**src/scf_pkg.sv**
```systemverilog
package scf_pkg;

	// ==========================================================
	// Register map
	localparam logic [7:0] SCF_CFG_ADDR = 8'hc1;
	localparam logic [7:0] SCF_CFG_RESET = 8'h00;

	// ==========================================================
	// Field positions of the configuration register
	localparam int SCF_BIT_ENABLE = 7;
	localparam int SCF_BIT_INHIBIT = 6;
	localparam int SCF_BIT_BUSY = 5;
	localparam int SCF_BIT_SDA_HOLD_EXTEND = 4;
	localparam int SCF_BIT_LOWTO = 3;
	localparam int SCF_BIT_FREETO = 2;
	localparam int SCF_CS_LSB = 0;

	// ==========================================================
	// Clock source encodings
	localparam logic [1:0] SCF_CS_T0 = 2'h0;
	localparam logic [1:0] SCF_CS_T1 = 2'h1;
	localparam logic [1:0] SCF_CS_T2H = 2'h2;
	localparam logic [1:0] SCF_CS_T2L = 2'h3;

	// ==========================================================
	// Timing counts: hold and setup in system clocks, free timeout in tick periods
	localparam logic [4:0] SCF_HOLD_NORM = 5'h03;
	localparam logic [4:0] SCF_HOLD_EXT = 5'h0c;
	localparam logic [4:0] SCF_SETUP_NORM = 5'h01;
	localparam logic [4:0] SCF_SETUP_EXT = 5'h0b;
	localparam logic [3:0] SCF_FREE_PERIODS = 4'ha;

	// ==========================================================
	// Types
	typedef struct packed {
		logic scl;
		logic sda;
	} scf_pins_t;

	typedef struct packed {
		logic t0;
		logic t1;
		logic t2h;
		logic t2l;
	} scf_ovf_t;

	// Master line sequencer, gray along idle-start-low-high-stop
	typedef enum logic [2:0] {
		SCF_M_IDLE = 3'h0,
		SCF_M_START = 3'h1,
		SCF_M_LOW = 3'h3,
		SCF_M_HIGH = 3'h2,
		SCF_M_STOPL = 3'h6,
		SCF_M_STOPH = 3'h7
	} scf_mstate_t;

endpackage

```
**src/scf_sync2.sv**
```systemverilog
`timescale 1ns/1ps
`default_nettype none

// ==========================================================
// Two-stage synchroniser for pin inputs
module scf_sync2 #(
	parameter int WIDTH = 2
) (
	// Clock and reset
	input wire logic clk,
	input wire logic rst_n,
	// Data
	input wire logic [WIDTH-1:0] d,
	output logic [WIDTH-1:0] q
);

	logic [WIDTH-1:0] meta_q;

	// Lines idle high, so reset to ones avoids a false START
	always_ff @(posedge clk) begin
		if (!rst_n) begin
			meta_q <= '1;
			q <= '1;
		end else begin
			meta_q <= d;
			q <= meta_q;
		end
	end

endmodule
`default_nettype wire

```
**src/scf_config.sv**
```systemverilog
// Function
// - Enable bit gates whole interface except addr_nack_force
// - Enabled interface always watches both lines
// - Inhibit masks slave interrupts, master unaffected
// - Busy bit set during bus transfer
// - Busy clears on STOP or free timeout
// - Extension bit selects SDA timing
// - Extended: setup 11, hold 12; else hold 3
// - Low timeout: timer 3 reload while SCL high
// - Split timer 3: only upper byte reloaded
// - Bus free after more than 10 periods high
// - Two bits choose overflow source for bit rate
// - SCL high at least one period; low until a tick is seen and hold plus setup met
// - Inhibited: NACK addresses, at once while idle, else from next START
// - Pending START issued right after free timeout
`timescale 1ns/1ps
`default_nettype none

module scf_config (
	// Clock and reset
	input wire logic clk,
	input wire logic rst_n,
	// Special-function register port
	input wire logic [7:0] sfr_addr,
	input wire logic sfr_wr,
	input wire logic sfr_rd,
	input wire logic [7:0] sfr_wdata,
	output logic [7:0] sfr_rdata,
	// Bus pins, open drain
	input wire scf_pkg::scf_pins_t pin_in,
	output scf_pkg::scf_pins_t pin_out,
	output scf_pkg::scf_pins_t pin_oe,
	// Timer overflow pulses
	input wire scf_pkg::scf_ovf_t ovf,
	// Timer 3 reload control
	input wire logic t3_split,
	output logic t3_reload_hi,
	output logic t3_reload_lo,
	// Transfer engine side
	input wire logic start_req,
	input wire logic stop_req,
	input wire logic tx_bit,
	output logic bit_done,
	output logic rx_bit,
	output logic start_seen,
	output logic stop_seen,
	// Slave event gating
	input wire logic slave_irq_in,
	input wire logic master_irq_in,
	output logic irq_out,
	output logic addr_nack_force
);

	// ==========================================================
	// Configuration register
	logic [7:0] cfg_q;
	logic busy_q;
	logic cfg_en, cfg_inh, cfg_ext, cfg_lowto, cfg_freeto;
	logic [1:0] cfg_cs;
	logic cfg_hit;

	assign cfg_hit = sfr_addr == scf_pkg::SCF_CFG_ADDR;
	assign cfg_en = cfg_q[scf_pkg::SCF_BIT_ENABLE];
	assign cfg_inh = cfg_q[scf_pkg::SCF_BIT_INHIBIT];
	assign cfg_ext = cfg_q[scf_pkg::SCF_BIT_SDA_HOLD_EXTEND];
	assign cfg_lowto = cfg_q[scf_pkg::SCF_BIT_LOWTO];
	assign cfg_freeto = cfg_q[scf_pkg::SCF_BIT_FREETO];
	assign cfg_cs = cfg_q[scf_pkg::SCF_CS_LSB +: 2];

	// Writable bits; the busy position is kept at zero here
	always_ff @(posedge clk) begin
		if (!rst_n) begin
			cfg_q <= scf_pkg::SCF_CFG_RESET;
		end else if (sfr_wr && cfg_hit) begin
			cfg_q <= sfr_wdata & ~(8'h01 << scf_pkg::SCF_BIT_BUSY);
		end
	end

	// Read data, busy from hardware, unmapped reads zero
	always_ff @(posedge clk) begin
		if (!rst_n) begin
			sfr_rdata <= 8'h00;
		end else if (sfr_rd) begin
			sfr_rdata <= cfg_hit ? (cfg_q | ({7'h00, busy_q} << scf_pkg::SCF_BIT_BUSY)) : 8'h00;
		end
	end

	// ==========================================================
	// Line monitor
	scf_pkg::scf_pins_t pin_s, pin_prev_q;

	scf_sync2 #(
		.WIDTH(2)
	) u_sync (
		.clk(clk),
		.rst_n(rst_n),
		.d(pin_in),
		.q(pin_s)
	);

	// Previous sample for START and STOP detection
	always_ff @(posedge clk) begin
		if (!rst_n) begin
			pin_prev_q <= '1;
		end else begin
			pin_prev_q <= pin_s;
		end
	end

	// Watching needs no transfer in progress, only the enable
	assign start_seen = cfg_en && pin_s.scl && pin_prev_q.scl && pin_prev_q.sda && !pin_s.sda;
	assign stop_seen = cfg_en && pin_s.scl && pin_prev_q.scl && !pin_prev_q.sda && pin_s.sda;

	// ==========================================================
	// Clock source and free timeout
	logic tick;
	logic [3:0] free_cnt_q;
	logic free_to;

	always_comb begin
		case (cfg_cs)
			scf_pkg::SCF_CS_T0: tick = ovf.t0;
			scf_pkg::SCF_CS_T1: tick = ovf.t1;
			scf_pkg::SCF_CS_T2H: tick = ovf.t2h;
			scf_pkg::SCF_CS_T2L: tick = ovf.t2l;
			default: tick = 1'b0;
		endcase
	end

	// Count ticks while both lines high; the eleventh tick means more than ten
	assign free_to = cfg_en && cfg_freeto && busy_q && tick && pin_s.scl && pin_s.sda &&
		(free_cnt_q == scf_pkg::SCF_FREE_PERIODS);

	always_ff @(posedge clk) begin
		if (!rst_n || !cfg_en || !pin_s.scl || !pin_s.sda || !busy_q) begin
			free_cnt_q <= 4'h0;
		end else if (tick && free_cnt_q != scf_pkg::SCF_FREE_PERIODS) begin
			free_cnt_q <= free_cnt_q + 4'h1;
		end
	end

	// ==========================================================
	// Busy flag; a START in the same cycle beats the clear
	always_ff @(posedge clk) begin
		if (!rst_n || !cfg_en) begin
			busy_q <= 1'b0;
		end else if (start_seen) begin
			busy_q <= 1'b1;
		end else if (stop_seen || free_to) begin
			busy_q <= 1'b0;
		end
	end

	// ==========================================================
	// Slave inhibit, follows the bit while idle and is latched at each START during a transfer
	logic inh_eff_q;

	always_ff @(posedge clk) begin
		if (!rst_n) begin
			inh_eff_q <= 1'b0;
		end else if (start_seen || !busy_q) begin
			inh_eff_q <= cfg_inh;
		end
	end

	assign irq_out = cfg_en && (master_irq_in || (slave_irq_in && !inh_eff_q));
	assign addr_nack_force = inh_eff_q;

	// ==========================================================
	// Timer 3 reload for SCL low timeout
	assign t3_reload_hi = cfg_en && cfg_lowto && pin_s.scl;
	assign t3_reload_lo = cfg_en && cfg_lowto && pin_s.scl && !t3_split;

	// ==========================================================
	// Master line sequencer
	scf_pkg::scf_mstate_t mst_q;
	logic [4:0] cyc_q;
	logic ovf_seen_q;
	logic scl_drv_q, sda_drv_q;
	logic [4:0] hold_cnt, setup_cnt;
	logic go_next;

	assign hold_cnt = cfg_ext ? scf_pkg::SCF_HOLD_EXT : scf_pkg::SCF_HOLD_NORM;
	assign setup_cnt = cfg_ext ? scf_pkg::SCF_SETUP_EXT : scf_pkg::SCF_SETUP_NORM;

	// START and high phases end after one full tick period; low phases once a tick is seen and timing is met
	always_comb begin
		case (mst_q)
			scf_pkg::SCF_M_START: go_next = ovf_seen_q && tick;
			scf_pkg::SCF_M_LOW: go_next = ovf_seen_q && (cyc_q >= hold_cnt + setup_cnt);
			scf_pkg::SCF_M_HIGH: go_next = ovf_seen_q && tick && pin_s.scl;
			scf_pkg::SCF_M_STOPL: go_next = ovf_seen_q && (cyc_q >= hold_cnt + setup_cnt);
			scf_pkg::SCF_M_STOPH: go_next = ovf_seen_q && tick && pin_s.scl;
			default: go_next = 1'b0;
		endcase
	end

	// State register
	always_ff @(posedge clk) begin
		if (!rst_n || !cfg_en) begin
			mst_q <= scf_pkg::SCF_M_IDLE;
		end else begin
			case (mst_q)
				scf_pkg::SCF_M_IDLE: begin
					if (start_req && !busy_q) begin
						mst_q <= scf_pkg::SCF_M_START;
					end
				end
				scf_pkg::SCF_M_START: begin
					if (go_next) begin
						mst_q <= scf_pkg::SCF_M_LOW;
					end
				end
				scf_pkg::SCF_M_LOW: begin
					if (go_next) begin
						mst_q <= scf_pkg::SCF_M_HIGH;
					end
				end
				scf_pkg::SCF_M_HIGH: begin
					if (go_next) begin
						mst_q <= stop_req ? scf_pkg::SCF_M_STOPL : scf_pkg::SCF_M_LOW;
					end
				end
				scf_pkg::SCF_M_STOPL: begin
					if (go_next) begin
						mst_q <= scf_pkg::SCF_M_STOPH;
					end
				end
				scf_pkg::SCF_M_STOPH: begin
					if (go_next) begin
						mst_q <= scf_pkg::SCF_M_IDLE;
					end
				end
				default: mst_q <= scf_pkg::SCF_M_IDLE;
			endcase
		end
	end

	// Cycle count and tick seen within the current phase
	always_ff @(posedge clk) begin
		if (!rst_n || !cfg_en || go_next || mst_q == scf_pkg::SCF_M_IDLE) begin
			cyc_q <= 5'h00;
			ovf_seen_q <= 1'b0;
		end else begin
			if (cyc_q != 5'h1f) begin
				cyc_q <= cyc_q + 5'h01;
			end
			if (tick) begin
				ovf_seen_q <= 1'b1;
			end
		end
	end

	// SCL drive: low in low phases, released otherwise
	always_ff @(posedge clk) begin
		if (!rst_n || !cfg_en) begin
			scl_drv_q <= 1'b0;
		end else begin
			scl_drv_q <= (mst_q == scf_pkg::SCF_M_LOW || mst_q == scf_pkg::SCF_M_STOPL) &&
				!go_next;
		end
	end

	// In low phases SDA changes only after the hold count from SCL falling; START and STOP move it with SCL high
	always_ff @(posedge clk) begin
		if (!rst_n || !cfg_en) begin
			sda_drv_q <= 1'b0;
		end else begin
			case (mst_q)
				scf_pkg::SCF_M_START: sda_drv_q <= 1'b1;
				scf_pkg::SCF_M_LOW: begin
					if (cyc_q == hold_cnt) begin
						sda_drv_q <= !tx_bit;
					end
				end
				scf_pkg::SCF_M_STOPL: begin
					if (cyc_q == hold_cnt) begin
						sda_drv_q <= 1'b1;
					end
				end
				scf_pkg::SCF_M_STOPH: begin
					if (go_next) begin
						sda_drv_q <= 1'b0;
					end
				end
				scf_pkg::SCF_M_HIGH: sda_drv_q <= sda_drv_q;
				default: sda_drv_q <= 1'b0;
			endcase
		end
	end

	// Sampled bit at the end of each high phase
	always_ff @(posedge clk) begin
		if (!rst_n) begin
			bit_done <= 1'b0;
			rx_bit <= 1'b0;
		end else begin
			bit_done <= mst_q == scf_pkg::SCF_M_HIGH && go_next;
			if (mst_q == scf_pkg::SCF_M_HIGH && go_next) begin
				rx_bit <= pin_s.sda;
			end
		end
	end

	// Open drain: output data always low, enable means pull low
	assign pin_out = '0;
	assign pin_oe = '{scl: scl_drv_q, sda: sda_drv_q};

	// ==========================================================
	// Checks
	logic [4:0] low_len_q;

	always_ff @(posedge clk) begin
		if (!rst_n || !scl_drv_q) begin
			low_len_q <= 5'h00;
		end else if (low_len_q != 5'h1f) begin
			low_len_q <= low_len_q + 5'h01;
		end
	end

	chk_busy_ro_write: assert property (@(posedge clk) disable iff (!rst_n)
		sfr_wr && cfg_hit |=> !cfg_q[scf_pkg::SCF_BIT_BUSY])
		else $error("busy position stored from a write");
	chk_disable_release: assert property (@(posedge clk) disable iff (!rst_n)
		!cfg_en |=> !pin_oe.scl && !pin_oe.sda && mst_q == scf_pkg::SCF_M_IDLE)
		else $error("lines not released after disable");
	chk_busy_set_start: assert property (@(posedge clk) disable iff (!rst_n)
		start_seen |=> busy_q)
		else $error("busy not set by start");
	chk_busy_clr_stop: assert property (@(posedge clk) disable iff (!rst_n)
		busy_q && stop_seen && !start_seen |=> !busy_q)
		else $error("busy not cleared by stop");
	chk_inhibit_irq_mask: assert property (@(posedge clk) disable iff (!rst_n)
		inh_eff_q && !master_irq_in |-> !irq_out)
		else $error("slave interrupt passed while inhibited");
	chk_reload_split: assert property (@(posedge clk) disable iff (!rst_n)
		t3_split |-> !t3_reload_lo)
		else $error("low byte reloaded in split mode");
	chk_reload_scl_low: assert property (@(posedge clk) disable iff (!rst_n)
		t3_reload_hi |-> pin_s.scl && cfg_lowto)
		else $error("timer 3 reload while SCL low");
	chk_hold_time: assert property (@(posedge clk) disable iff (!rst_n)
		scl_drv_q && $changed(sda_drv_q) && mst_q != scf_pkg::SCF_M_IDLE |-> low_len_q >= hold_cnt)
		else $error("SDA changed inside hold window");
	chk_setup_release: assert property (@(posedge clk) disable iff (!rst_n)
		$fell(scl_drv_q) && cfg_en |-> $past(low_len_q) >= hold_cnt + setup_cnt - 5'h01)
		else $error("SCL released before setup time");
	chk_free_clears: assert property (@(posedge clk) disable iff (!rst_n)
		free_to && !start_seen |=> !busy_q)
		else $error("free timeout did not clear busy");

endmodule
`default_nettype wire

```
**config.mk**
```make
export PLATFORM = sky130hd
export DESIGN_NAME = scf_config
export DESIGN_NICKNAME = d
export VERILOG_FILES = /design/src/scf_pkg.sv /design/src/scf_sync2.sv /design/src/scf_config.sv
export SDC_FILE = /design/constraint.sdc
export NUM_CORES = 1
export LEC_CHECK = 0
export BUFFER_PORTS_ARGS = -buffer_cell sky130_fd_sc_hd__buf_2
export CORE_ASPECT_RATIO = 0.6
export CORE_MARGIN = 1.5
export CORE_UTILIZATION = 54
export CTS_BUF_LIST = sky130_fd_sc_hd__clkbuf_8
export CTS_CLUSTER_DIAMETER = 200
export CTS_CLUSTER_SIZE = 20
export DETAILED_ROUTE_END_ITERATION = 10
export GPL_ROUTABILITY_DRIVEN = 0
export HOLD_SLACK_MARGIN = 0.06
export PLACE_DENSITY = 0.82
export SLEW_MARGIN = 30
export SYNTH_ARGS = -nofsm -noshare
export SYNTH_HDL_FRONTEND = slang
export SYNTH_SLANG_ARGS = --single-unit
```
**constraint.sdc**
```tcl
create_clock -name clk -period 2.8 [get_ports clk]
set_clock_uncertainty 0.2 [all_clocks]
set_input_delay 0.28 -clock clk [delete_from_list [all_inputs] [get_ports clk]]
set_output_delay 0.28 -clock clk [all_outputs]
set_load 0.02 [all_outputs]
```
==> results by stage <==
Placement:
- Port buffering added 48 buffers.
- The placement-stage cell area is 2220 sq um.
- The half-perimeter wire length after placement is 3180 um.
- The post-placement cell count is 310.

Cells and area:
- In the layout the commonest cells are buf_2, dfxtp_1, nor2_1, a21oi_1, mux2i_1.
- The antenna diode count is 0.
- Of the cells placed in the final design, the portion with a size suffix greater than 1 is 21.0%.
- Once layout is complete, the cells apart from fillers number 326.
- The growth of design area from synthesis to finish is 21.1%.
- The total non-filler cell area in the finished layout is 2420 sq um.
- In the final design database the tool counted 319 nets.
- Leaving out fill and tap cells, the most frequent cell in the layout is buf_2.

Min path:
- The min-delay analysis places its worst path in the category input pin to register.
- The critical hold path startpoint is rst_n.

Global route:
- The number of global-route vias before repair was 1639.
- Global routing used 25.3% of the available tracks across all layers.
- The initial antenna violation count is 0.
- The first global-routing pass estimated 7700 um of wire.
- The total global routing overflow is 0.
- Entering global routing, the biggest net connects 18 pins.

Worst setup path:
- The critical register-to-register path startpoint is cyc_q[0].
- The worst setup path is captured at a register.
- At the worst endpoint, the required time is 2820 ps.
- The critical path startpoint category is a register.
- Data on the critical path arrives at its endpoint at 2360 ps.
- The highest net fanout along the worst path is 5.
- The launch point of the critical path is cyc_q[0].
- The classification of the worst setup path is register to register.

Power and ir drop:
- The net switching share of the total power is 20.4%.
- In this run, the combinational gates consume 5.0% of the power.
- The power density relative to cell area is 464 nW/um^2.
- The internal power is 0.000893 W.
- The worst-case IR drop observed on VDD is 0.295 mV.
- The reported net switching power is 0.000229 W.
- The clock network burns 43.8% of the power.
- The portion of total power attributed to sequential cells is 51.2%.
- The analysis attributes to cell leakage a power of 1.11 nW.
- The design draws 0.00112 W.

Yosys:
- The leading area contributor after synthesis is dfxtp_1.
- Averaged over all synthesized cells, the footprint is 8.72 sq um.
- For this run, asynchronously set or reset flops after synthesis account for 0%.
- The count of cell types in the netlist is 47.
- By area the synthesized netlist is led by dfxtp_1, mux2i_1, nor2_1.
- Synthesis produced 229 cells.
- The number of synthesized register bits is 40.
- The number of warnings printed during yosys synthesis is 0.
- The most used flip-flop cell after synthesis is dfxtp_1.
- The number of enable-type register cells in the synthesized netlist is 0.
- The summed instance area of the synthesized netlist is 2000 sq um.
- The top cell type by area accounts for 40.1% of the synthesized area.
- Sequential cells were found to cover 40.1% of the synthesized design area.

Flow run:
- The max-capacitance violation count is 0.

STA:
- The final number of max-transition violations was 0.
- Based on the critical path, the design can be clocked at up to 0.428 GHz.
- After layout, the worst path uses 83.4% of the clock period.
- The setup TNS after final layout is 0 ps.
- Setup repair after global routing left no endpoint under its margin.
- Setup violations remaining at the end of the flow were counted as 0.
- The clock period minus worst slack is 2330 ps.
- The number of hold-slack violations in the final timing report came to 0.

Drt:
- The detail route stage leaves a number of antenna-violating nets equal to 0.
- The final route contains 1748 vias.
- The first-iteration detailed-routing DRC count is 124.
- Dividing the detail-routed via count by the number of cells gives 5.36.
- The DRC violation count after routing is 0.
- The final wirelength is 4480 um.
- The number of detailed-routing iterations run before antenna repair is 4.
- The routed length per placed instance is 13.7 um.

Die:
- The die width is 81.5 um.
- The initial utilization of the core area, before any placement, comes to 59.0%.
- The vertical die dimension is 50.1 um.
- Row generation in the floorplan step produced 16 rows.
- The count of boundary I/O pins is 52.
- The die covers 4080 sq um.
- The area of the core region is 3380 sq um.

CTS:
- CTS built an H-tree with a depth of 2.
- The clock-pin transition on the worst setup and hold timing paths is 80 ps.
- Buffers inserted during clock tree synthesis total 5.
- Clock latency on the worst-skew pair, taken at its later pin, is 290 ps.
- The largest buffer count on any clock path is 2.
- TritonCTS built the clock tree.
- The post-cts repair resize count is 0.
- The root buffer cell chosen for the clock tree is clkbuf_8.
- The sink count of the clock tree is 40.

Outcome:
- The flow ran to the end, and the final reports show no timing, DRC or antenna violations.
-- layout make-up --
class | count | area (sq um)
tap | 45 | 56.3
sequential | 40 | 801
fill | 263 | 966
inverter | 10 | 37.5
clock buffer | 6 | 82.6
clock inverter | 2 | 38.8
multi-input combinational | 167 | 1080
timing repair buffer | 56 | 320
-- final timing paths --
kind                            to  slack [ps]  depth (start not counted)
hold reg to reg        u_sync.q[0]         210                          1
setup reg to reg          mst_q[0]         470                          7
hold / removal    u_sync.meta_q[0]          70                          2
setup / recovery          mst_q[0]         470                          7
-- worst max-delay path, cell delays in order (launching register included) --
cell	delay [ps]
dfxtp_1	400
inv_1	70
ha_1	300
nand2b_1	150
a2111oi_0	400
a21oi_1	190
a32oi_1	350
mux2i_1	220
-- per-stage QoR --
step	hold slack, ps	util (%)	worst slack, ps
6_report	66.5	71.4	465
5_1_grt	77.4	71.4	209
4_1_cts	61.1	71.4	475
3_5_place_dp	193	65.5	510
3_3_place_gp	187	65.5	586
2_1_floorplan	181	-	768
-- timing repair --
item	in CTS	in global routing
hold endpoints to repair	8	0
buffers inserted	0	0
hold buffers	8	0
-- power by group through the flow --
stage,logic (W),registers [W],clock network (W)
4_1_cts,0.0000556,0.000574,0.000504
5_1_grt,0.0000626,0.000575,0.000533
2_1_floorplan,0.0000246,0.000587,0
6_report,0.0000566,0.000574,0.000492
3_5_place_dp,0.0000472,0.000588,0
3_3_place_gp,0.0000462,0.000588,0
-- layer usage --
metal / vias to the layer above / GRT usage, % / wire length [um]
met5: - / 0 / 0
met4: 0 / 6.03 / 45
met3: 6 / 8.70 / 329
met2: 58 / 39.7 / 2010
met1: 794 / 33.4 / 2100
li1: 890 / - / -
-- kinds of logic after synthesis --
logic type               synth area share [%]
buffers and inverters                    5.95
flip-flops                               40.1
AND/OR/NAND/NOR                          24.4
other                                   0.188
adder cells (fa/ha/maj)                  4.39
multiplexers                             8.15
AO/OA/AOI/OAI                            13.8
XOR/XNOR                                 3.07
-- state kept, by name, indices dropped and copies added (netlist names), 2 cells and up --
name / flops
cfg_q: 7
sfr_rdata: 8
mst_q: 3
free_cnt_q: 4
u_sync.q: 2
cyc_q: 5
u_sync.meta_q: 2
pin_prev_q: 2
-- cell usage after synthesis, drive strengths merged, types with 2 or more instances --
library cell / n
a21o: 2
and3: 5
nor2: 32
a211oi: 3
nand4: 5
inv: 9
dfxtp: 40
and2: 3
a21oi: 15
o22ai: 2
buf: 8
nand2b: 12
ha: 7
xor2: 5
a2111oi: 2
clkbuf: 5
nand2: 11
nand3: 6
xnor2: 2
o21ai: 8
mux2i: 14
nor2b: 11
No activity file was read; power rests on OpenSTA's default activity.
